File: config.mk
export PLATFORM = sky130hd
export DESIGN_NAME = tpm_timer
export DESIGN_NICKNAME = d
export VERILOG_FILES = /design/src/design/tpm_pkg.sv /design/src/design/tpm_sync.sv /design/src/design/tpm_timer.sv
export SDC_FILE = /design/constraint.sdc
export NUM_CORES = 1
export LEC_CHECK = 0
export ABC_AREA = 1
export CAP_MARGIN = 20
export CORE_MARGIN = 4
export CORE_UTILIZATION = 35
export DETAILED_ROUTE_END_ITERATION = 8
export DONT_BUFFER_PORTS = 1
export GPL_TIMING_DRIVEN = 1
export HOLD_SLACK_MARGIN = 0.03
export PLACE_DENSITY_LB_ADDON = 0.08
export SYNTH_ARGS = -nofsm -noshare
export SYNTH_HDL_FRONTEND = slang
export SYNTH_HIERARCHICAL = 1
export SYNTH_SLANG_ARGS = --single-unit
File: constraint.sdc
create_clock -name clk_sys -period 2.4 [get_ports clk_sys]
set_input_delay 0.24 -clock clk_sys [delete_from_list [all_inputs] [get_ports clk_sys]]
set_output_delay 0.24 -clock clk_sys [all_outputs]
set_load 0.02 [all_outputs]
File: src/design/tpm_pkg.sv
package tpm_pkg;
	// ------------------------------------------------------------
	// bus geometry
	// ------------------------------------------------------------
	localparam int ADDR_W = 8; // byte address width seen by the slave
	localparam logic [7:0] OFF_CTRL = 8'h00; // mode, start flag, measurement select
	localparam logic [7:0] OFF_RELOAD = 8'h04; // reload / pwm high width
	localparam logic [7:0] OFF_STATUS = 8'h08; // interrupt request, write one to clear
	localparam logic [7:0] OFF_MASK = 8'h0c; // interrupt enable
	localparam logic [7:0] OFF_COUNT = 8'h10; // live counter, read only
	localparam logic [7:0] OFF_CAPTURE = 8'h14; // measured count, read only

	// ------------------------------------------------------------
	// control field layout
	// ------------------------------------------------------------
	localparam int CTRL_MODE_LSB = 0; // two bits of operating mode
	localparam int CTRL_START_BIT = 2; // count start flag
	localparam int CTRL_MSEL_BIT = 3; // 0 period, 1 width measurement
	localparam int REQ_BIT = 0; // request bit in status and mask

	// ------------------------------------------------------------
	// operating modes
	// ------------------------------------------------------------
	localparam logic [1:0] MODE_TIMER = 2'h0; // count clocks down
	localparam logic [1:0] MODE_EVENT = 2'h1; // count pin rising edges down
	localparam logic [1:0] MODE_PWM = 2'h2; // pulse output on the pin
	localparam logic [1:0] MODE_MEASURE = 2'h3; // period or width capture

	// ------------------------------------------------------------
	// reset values
	// ------------------------------------------------------------
	localparam logic [1:0] RST_MODE = MODE_TIMER;
	localparam logic [15:0] RST_RELOAD = 16'h0000;
	localparam logic [15:0] RST_COUNT = 16'h0000;
	localparam logic [15:0] CNT_ONE = 16'h0001; // counter step
endpackage : tpm_pkg

File: src/design/tpm_sync.sv
// two flop synchroniser for the pin input; only the second flop is read
module tpm_sync (
	input wire logic clk_sys,
	input wire logic reset,
	input wire logic async_in,
	output logic sync_out
);
	// ------------------------------------------------------------
	// state
	// ------------------------------------------------------------
	typedef struct packed {
		logic meta; // first stage, read by the second stage only
		logic stable; // second stage
	} tpm_sync_s;

	tpm_sync_s s;
	tpm_sync_s next_s;

	// shift the pin through both stages
	always_comb begin
		next_s = s;
		next_s.meta = async_in;
		next_s.stable = s.meta;
	end

	// register with synchronous reset
	always_ff @(posedge clk_sys) begin
		if (reset) begin
			s <= '0;
		end else begin
			s <= next_s;
		end
	end

	assign sync_out = s.stable;
endmodule : tpm_sync

File: src/design/tpm_timer.sv
// Notes on behaviour
// - pwm selection from timer/event mode raises request
// - clearing start during pwm halts counter
// - halt with pin high: pin low, request
// - halt with pin low: pin low, no request
// - measurement select change while counting raises request
// - first measured edge captures junk, no request
module tpm_timer (
	input wire logic clk_sys,
	input wire logic reset,
	input wire logic wb_cyc_i,
	input wire logic wb_stb_i,
	input wire logic wb_we_i,
	input wire logic [7:0] wb_adr_i,
	input wire logic [3:0] wb_sel_i,
	input wire logic [31:0] wb_dat_i,
	output logic [31:0] wb_dat_o,
	output logic wb_ack_o,
	output logic irq,
	input wire logic timer_io_pin_i,
	output logic timer_io_pin_o,
	output logic timer_io_pin_oe
);
	// ------------------------------------------------------------
	// state
	// ------------------------------------------------------------
	typedef struct packed {
		logic ack; // wishbone acknowledge
		logic [31:0] dat; // read data
		logic [1:0] mode; // operating mode
		logic start; // count start flag
		logic msel; // measurement select
		logic [15:0] reload; // reload or pwm high width
		logic [15:0] cnt; // working counter
		logic [15:0] capture; // last measured count
		logic req; // sticky interrupt request
		logic mask; // interrupt enable
		logic irq; // registered interrupt line
		logic pin_out; // pin drive level
		logic pin_oe; // pin drive enable
		logic pin_prev; // synchronised pin, one cycle old
		logic first_edge; // next measured edge is the first one
	} tpm_timer_s;

	tpm_timer_s s;
	tpm_timer_s next_s;
	logic pin_sync; // pin after two flops
	logic access; // bus cycle taken this clock
	logic wr_ctrl; // control write this clock
	logic [1:0] new_mode; // mode being written
	logic new_start; // start flag being written
	logic new_msel; // select being written
	logic pin_rise; // rising edge on synchronised pin
	logic pin_fall; // falling edge on synchronised pin

	tpm_sync u_tpm_sync (
		.clk_sys(clk_sys),
		.reset(reset),
		.async_in(timer_io_pin_i),
		.sync_out(pin_sync)
	);

	// ------------------------------------------------------------
	// bus decode helpers
	// ------------------------------------------------------------
	// only the lowest byte lane carries control, so it gates the write
	assign access = wb_cyc_i && wb_stb_i && !s.ack;
	assign wr_ctrl = access && wb_we_i && wb_sel_i[0] && (wb_adr_i == tpm_pkg::OFF_CTRL);
	assign new_mode = wb_dat_i[tpm_pkg::CTRL_MODE_LSB +: 2];
	assign new_start = wb_dat_i[tpm_pkg::CTRL_START_BIT];
	assign new_msel = wb_dat_i[tpm_pkg::CTRL_MSEL_BIT];
	assign pin_rise = pin_sync && !s.pin_prev;
	assign pin_fall = !pin_sync && s.pin_prev;

	// ------------------------------------------------------------
	// next state
	// ------------------------------------------------------------
	always_comb begin
		logic set_req; // hardware event this clock
		logic clr_req; // software clear this clock
		logic edge_hit; // measured edge this clock
		set_req = 1'b0;
		clr_req = 1'b0;
		edge_hit = 1'b0;
		next_s = s;
		next_s.ack = access;
		next_s.pin_prev = pin_sync;
		// counting, skipped in the cycle of a control write
		if (s.start && !wr_ctrl) begin
			case (s.mode)
				tpm_pkg::MODE_TIMER: begin
					if (s.cnt == tpm_pkg::RST_COUNT) begin
						next_s.cnt = s.reload;
						set_req = 1'b1;
					end else begin
						next_s.cnt = s.cnt - tpm_pkg::CNT_ONE;
					end
				end
				tpm_pkg::MODE_EVENT: begin
					if (pin_rise) begin
						if (s.cnt == tpm_pkg::RST_COUNT) begin
							next_s.cnt = s.reload;
							set_req = 1'b1;
						end else begin
							next_s.cnt = s.cnt - tpm_pkg::CNT_ONE;
						end
					end
				end
				tpm_pkg::MODE_PWM: begin
					// high while the free running count is below the width
					next_s.cnt = s.cnt + tpm_pkg::CNT_ONE;
					next_s.pin_out = (s.cnt < s.reload);
					if (s.pin_out && !next_s.pin_out) begin
						set_req = 1'b1;
					end
				end
				default: begin
					// width mode takes both edges, period mode rising only
					edge_hit = s.msel ? (pin_rise || pin_fall) : pin_rise;
					if (edge_hit) begin
						next_s.capture = s.cnt;
						next_s.cnt = tpm_pkg::RST_COUNT;
						next_s.first_edge = 1'b0;
						// the first capture holds a meaningless count
						set_req = !s.first_edge;
					end else begin
						next_s.cnt = s.cnt + tpm_pkg::CNT_ONE;
					end
				end
			endcase
		end
		// register writes and read data
		next_s.dat = 32'h0000_0000;
		if (access && wb_we_i) begin
			if (wr_ctrl) begin
				next_s.mode = new_mode;
				next_s.start = new_start;
				next_s.msel = new_msel;
				// entering pwm from timer or event counting
				if (new_mode == tpm_pkg::MODE_PWM && !s.mode[1]) begin
					set_req = 1'b1;
				end
				// stopping pwm halts the counter and drops the pin
				if (s.mode == tpm_pkg::MODE_PWM && s.start && !new_start) begin
					next_s.pin_out = 1'b0;
					set_req = s.pin_out;
				end
				// select flipped while measuring
				if (s.mode == tpm_pkg::MODE_MEASURE && s.start && new_msel != s.msel) begin
					set_req = 1'b1;
				end
				// a fresh start loads the counter
				if (new_start && !s.start) begin
					next_s.cnt = (new_mode[1]) ? tpm_pkg::RST_COUNT : s.reload;
					next_s.first_edge = 1'b1;
				end
			end else if (wb_adr_i == tpm_pkg::OFF_RELOAD) begin
				if (wb_sel_i[0]) begin
					next_s.reload[7:0] = wb_dat_i[7:0];
				end
				if (wb_sel_i[1]) begin
					next_s.reload[15:8] = wb_dat_i[15:8];
				end
			end else if (wb_adr_i == tpm_pkg::OFF_STATUS) begin
				clr_req = wb_sel_i[0] && wb_dat_i[tpm_pkg::REQ_BIT];
			end else if (wb_adr_i == tpm_pkg::OFF_MASK) begin
				if (wb_sel_i[0]) begin
					next_s.mask = wb_dat_i[tpm_pkg::REQ_BIT];
				end
			end
		end else if (access) begin
			if (wb_adr_i == tpm_pkg::OFF_CTRL) begin
				next_s.dat[tpm_pkg::CTRL_MODE_LSB +: 2] = s.mode;
				next_s.dat[tpm_pkg::CTRL_START_BIT] = s.start;
				next_s.dat[tpm_pkg::CTRL_MSEL_BIT] = s.msel;
			end else if (wb_adr_i == tpm_pkg::OFF_RELOAD) begin
				next_s.dat[15:0] = s.reload;
			end else if (wb_adr_i == tpm_pkg::OFF_STATUS) begin
				next_s.dat[tpm_pkg::REQ_BIT] = s.req;
			end else if (wb_adr_i == tpm_pkg::OFF_MASK) begin
				next_s.dat[tpm_pkg::REQ_BIT] = s.mask;
			end else if (wb_adr_i == tpm_pkg::OFF_COUNT) begin
				next_s.dat[15:0] = s.cnt;
			end else if (wb_adr_i == tpm_pkg::OFF_CAPTURE) begin
				next_s.dat[15:0] = s.capture;
			end
		end
		// the pin is driven only in pwm mode
		next_s.pin_oe = (next_s.mode == tpm_pkg::MODE_PWM);
		if (!next_s.pin_oe) begin
			next_s.pin_out = 1'b0;
		end
		// set beats clear so no event is lost
		next_s.req = set_req || (s.req && !clr_req);
		next_s.irq = next_s.req && next_s.mask;
	end

	// ------------------------------------------------------------
	// state register
	// ------------------------------------------------------------
	always_ff @(posedge clk_sys) begin
		if (reset) begin
			s <= '0;
			s.mode <= tpm_pkg::RST_MODE;
			s.reload <= tpm_pkg::RST_RELOAD;
			s.cnt <= tpm_pkg::RST_COUNT;
		end else begin
			s <= next_s;
		end
	end

	assign wb_dat_o = s.dat;
	assign wb_ack_o = s.ack;
	assign irq = s.irq;
	assign timer_io_pin_o = s.pin_out;
	assign timer_io_pin_oe = s.pin_oe;
endmodule : tpm_timer

Word level (Yosys, flattened, before mapping). Index checks and enable logic that the tools add are counted.

$add $sub $neg: 2. $lt $le $gt $ge: 1. Eq/ne operators: 11. Muxes and demuxes: 57. Bitwise logic cells: 4. Reductions and logical operators: 41.

Operator list (number): $mux W16 (13); $pmux W16 S3 (1); $mux W36 (1); $mux W1 (34); $mux W32 (1); $mux W15 (2); $logic_and A1 B1 Y1 (18); $add A16 B1 Y16 const B (1); $eq A8 B4 Y1 const B (2); $eq A8 B5 Y1 const B (2); $logic_not A16 Y1 (1); $lt A16 B16 Y1 (1); $mux W8 (2); $sub A16 B1 Y16 const B (1); $logic_not A1 Y1 (10); $eq A2 B2 Y1 const B (4); $eq A8 B3 Y1 const B (1); $logic_not A8 Y1 (1); $mux W4 (2); $reduce_and A4 Y1 (2); $reduce_or A3 Y1 (2); $not A1 Y1 (4); $reduce_or A4 Y1 (1); $pmux W1 S3 (1); 7 further kinds (8).

Flip-flop bits (word level): 94. Bits of input ports: 50. Output and inout bits: 36.

Depth between registers and ports, before layout.
Word-level depth: 15. Gate-level depth with buffers: 14. Mapped depth without buffers: 14.

Hierarchy. The synthesis kept the hierarchy.

Modules (own cells, without submodules): tpm_timer (times used 1, cells each 797, area an instance 5375.2 um2); tpm_sync (times used 1, cells each 6, area an instance 55.1 um2).

Worst setup path before layout. No wires, ideal clock.

Path kind: reg2reg. Start: register s[23] (netlist name). End: register s[33] (netlist name). Arrival time: 1.541 ns. Path slack: 0.742 ns. Stages on the path, launching flop included: 10. Path buffers: 0. Period minus slack after synthesis: 1.658 ns. Cells stage by stage: dfxtp_1 ha_1 nand2_1 nor2_1 nand4_1 or2_0 nand3_1 nand3_1 a21oi_1 nor2_1.

Word-level cells in the longest chain between the ends: 8. Elaborated cells between the ends (all ways): 11. Those cells by class: 2 x add/sub; 8 x mux; 1 x reduce/logical.

Ends and longest elaborated chain: from (decl) (RTL line tpm_timer.sv:45) `tpm_timer_s s;`; from (signal assigned) (RTL line tpm_timer.sv:208) `s <= next_s;`; $sub A16 B1 Y16 / $logic_not A16 Y1 (equally long branches); $mux W16 (RTL line tpm_timer.sv:92, tpm_timer.sv:101); $mux W16 (RTL line tpm_timer.sv:100) `if (pin_rise) begin`; $pmux W16 S3 (*) (RTL line tpm_timer.sv:90) `case (s.mode)`; $mux W32 (*) (RTL line tpm_timer.sv:89) `if (s.start && !wr_ctrl) begin`; $mux W16 (RTL line tpm_timer.sv:153) `if (new_start && !s.start) begin`; $mux W16 (RTL line tpm_timer.sv:135) `if (wr_ctrl) begin`; $mux W36 (*) (RTL line tpm_timer.sv:134) `if (access && wb_we_i) begin`.

Mark *: on every way between the ends. The rest lies on a longest branch, timed or not. A chain may end at the register's enable or synchronous reset.

Final worst setup path.
Start: register s[26] (netlist name). End: register s[6] (netlist name).

Word-level cells in the longest chain between the ends: 12. Elaborated cells between the ends (all ways): 15. Those cells by class: 1 x order compare; 10 x mux; 4 x reduce/logical.

Ends and longest elaborated chain: $lt A16 B16 Y1 (RTL line tpm_timer.sv:112) `next_s.pin_out = (s.cnt < s.reload);`; $logic_not A1 Y1 (RTL line tpm_timer.sv:113) `if (s.pin_out && !next_s.pin_out) begin`; $logic_and A1 B1 Y1 (RTL line tpm_timer.sv:113); $mux W1 (RTL line tpm_timer.sv:113); $pmux W1 S3 (*) (RTL line tpm_timer.sv:90); $mux W1 (*) (RTL line tpm_timer.sv:89); $mux W1 (RTL line tpm_timer.sv:140) `if (new_mode == tpm_pkg::MODE_PWM && !s.mode[1]) begin`; $mux W1 (RTL line tpm_timer.sv:144) `if (s.mode == tpm_pkg::MODE_PWM && s.start && !new_start) begin`; $mux W1 (RTL line tpm_timer.sv:149) `if (s.mode == tpm_pkg::MODE_MEASURE && s.start && new_msel != s.msel) begin`; $mux W1 (RTL line tpm_timer.sv:135); $mux W1 (*) (RTL line tpm_timer.sv:134); $logic_or A1 B1 Y1 (*) (RTL line tpm_timer.sv:194) `next_s.req = set_req || (s.req && !clr_req);`.

Marks and branches as above.

==> run metrics <==
status finished, final reports clean; GPL Wtd Cong 0.907; Tot GR Track Use 20.0%; Crit. End Element flop; WHS Path Cells 2; largest net degree at the start of global routing 40; post-synthesis register bit count 78; Hold Path Class in -> reg; Clk Latency, worst-skew pair 350 ps; most area-hungry cell type in the Yosys netlist dfxtp_1; WS Path Type reg -> reg; most frequent cells after synthesis nand2_1 (143), inv_1 (88), dfxtp_1 (78); I/O Buffers 0; Clock Tree Buf Depth 2; Pre-antenna DRT Iters 5; # fillers 1687; Max Cap Viol 0; Sink Count 78; non-filler cells in the finished layout 976; Routed WL 17.4 mm; Slew HR 36.2%; worst setup margin 275 ps; # resized after CTS 0; pwr/cell area 506 nW/um^2; Layout Area Growth over Synthesis 6.22%; Max VDD drop 0.000437 V; Startpoint Class flop; post-synth cell types 49; most common cell in the synthesized netlist nand2_1; Fin. Hold Viols 0; RSZ-0062 raised after global routing false; IO Count 86; CP required 2600 ps; leakage power 2.54 nW; pre-CTS WS 355 ps; nets@finish 851; CTS tree built; Gate Count Post-Synth 803; starting DRC count in detailed routing 328; yosys warns 6; Vias/cell 5.26; cell area after placement 5410 sq um; Die Width 133 um; post-route setup TNS 0 ps; post-route cell area 5770 sq um; top cell type's share of synthesized area 28.8%; Final Slew Violations 0; Wirelength per Cell 17.8 um; DIE AREA 17600 sq um; number of setup violations in the final report 0; Worst Tran Pin Value 954 ps; CTS Buf Count 9; final hold slack 50.7 ps; CP max FO 8; power consumption 2.92 mW; most common flop cell mapped by yosys dfxtp_1; Final HPWL DP 12.9 mm; ys async rst share 0%; vias 5136; Finished Core Util 37.9%; Core ar. 15200 sq um; Root Driver clkbuf_16; Antenna Nets Post-Route 0; global-route wire length before repair 27.7 mm; vias in the first global route 5021; Synth area leaders dfxtp_1 (29%), nand2_1 (9.9%), nand3_1 (6.6%); period utilisation layout 88.6%; number of synthesized flops with an enable pin 0; clk slew on worst S/H paths 60 ps; share of cells above drive strength 1 12.6%; Worst EP arrival 2330 ps; FMAX 470 MHz; total grt overflow 0; R2R depth 11; # DRC 0; Syn Area/Cell 6.76 sq um; Die Span Y 133 um; site row count 45; H-tree depth 3; # diodes 0; Mapped Area 5430 sq um; clock skew 6.65 ps; Seq/Total Area, Yosys 28.8%; Initial Util 35.7%; Cells after DPL 957; initial antenna violation count 0; min Tclk post-route 2130 ps
## report_power, final
| group | leakage [nW] | switching, mW | total, mW | internal, mW |
|---|---|---|---|---|
| Sequential | 0.629 | 0.00226 | 1.30 | 1.30 |
| Clock | 0.160 | 0.579 | 1.52 | 0.942 |
| Combinational | 1.75 | 0.0762 | 0.0999 | 0.0237 |
| Total | 2.54 | 0.657 | 2.92 | 2.26 |
## flip-flops by register name, summed over array words and instances (netlist names)
register,flops
irq,1
s,56
timer_io_pin_o,1
timer_io_pin_oe,1
u_tpm_sync/next_s,1
u_tpm_sync/sync_out,1
wb_ack_o,1
wb_dat_o,16
## routing by layer
metal | GRT usage (%) | wire length (um) | vias up
li1 | - | - | 2556
met3 | 5.06 | 909 | 16
met4 | 4.21 | 278 | 0
met5 | 0 | 0 | -
met2 | 33.9 | 8440 | 138
met1 | 25.8 | 7750 | 2426
## cell families after synthesis
group	after synthesis	share of synthesized area, %
buf+inv	173	15.7
compound gates	179	18.7
fa+ha+maj	18	4.15
other cells	1	0.0691
simple gates	342	30.7
xor+xnor	12	1.94
flops	78	28.8
## worst max-delay path, cell delays in order (launching register included)
cell	delay (ps)
dfxtp_1	630
ha_1	340
a21oi_1	150
nand2_1	80
nand2_1	60
nand2_1	110
nand2_1	80
nand2_1	180
nand2_1	110
nand2_1	50
nand2_1	110
a21oi_1	90
## cell type report
class | instances | area (sq um) | area share [%]
multi-input cells | 567 | 3070 | 53.3
flip-flops and latches | 78 | 1560 | 27.1
clock inverters | 5 | 82.6 | 1.43
well taps | 188 | 235 | 4.08
repair buffers | 18 | 155 | 2.69
clock buffers | 11 | 243 | 4.21
inverters | 109 | 417 | 7.22
## final timing paths
path | from | end | slack (ps)
setup / recovery | s[26] | s[6] | 270
hold / removal | wb_dat_i[0] | s[39] | 50
setup reg to reg | s[26] | s[6] | 270
hold reg to reg | u_tpm_sync/next_s[0] | u_tpm_sync/sync_out | 400
## timing repair
| item | CTS | global route |
|---|---|---|
| endpoints found under the hold margin | 11 | 0 |
| hold buffers | 3 | 0 |
| buffers inserted | 0 | 0 |
## cell usage in the layout (no fill, tap or decap), types with 4 or more instances in the layout
cell type,instances
a21oi_1,70
o21ai_1,20
nor2_2,10
o21ai_2,11
inv_1,88
nor2_1,68
buf_4,14
nand3_1,72
a31oi_1,4
o21ai_0,51
ha_1,18
nand2_1,143
xor2_1,12
o221ai_1,12
inv_2,19
dfxtp_1,78
conb_1,16
clkbuf_16,9
nor2_4,7
nand4_1,10
nor3_1,8
nor3_2,4
(Power assumes the default switching activity.)
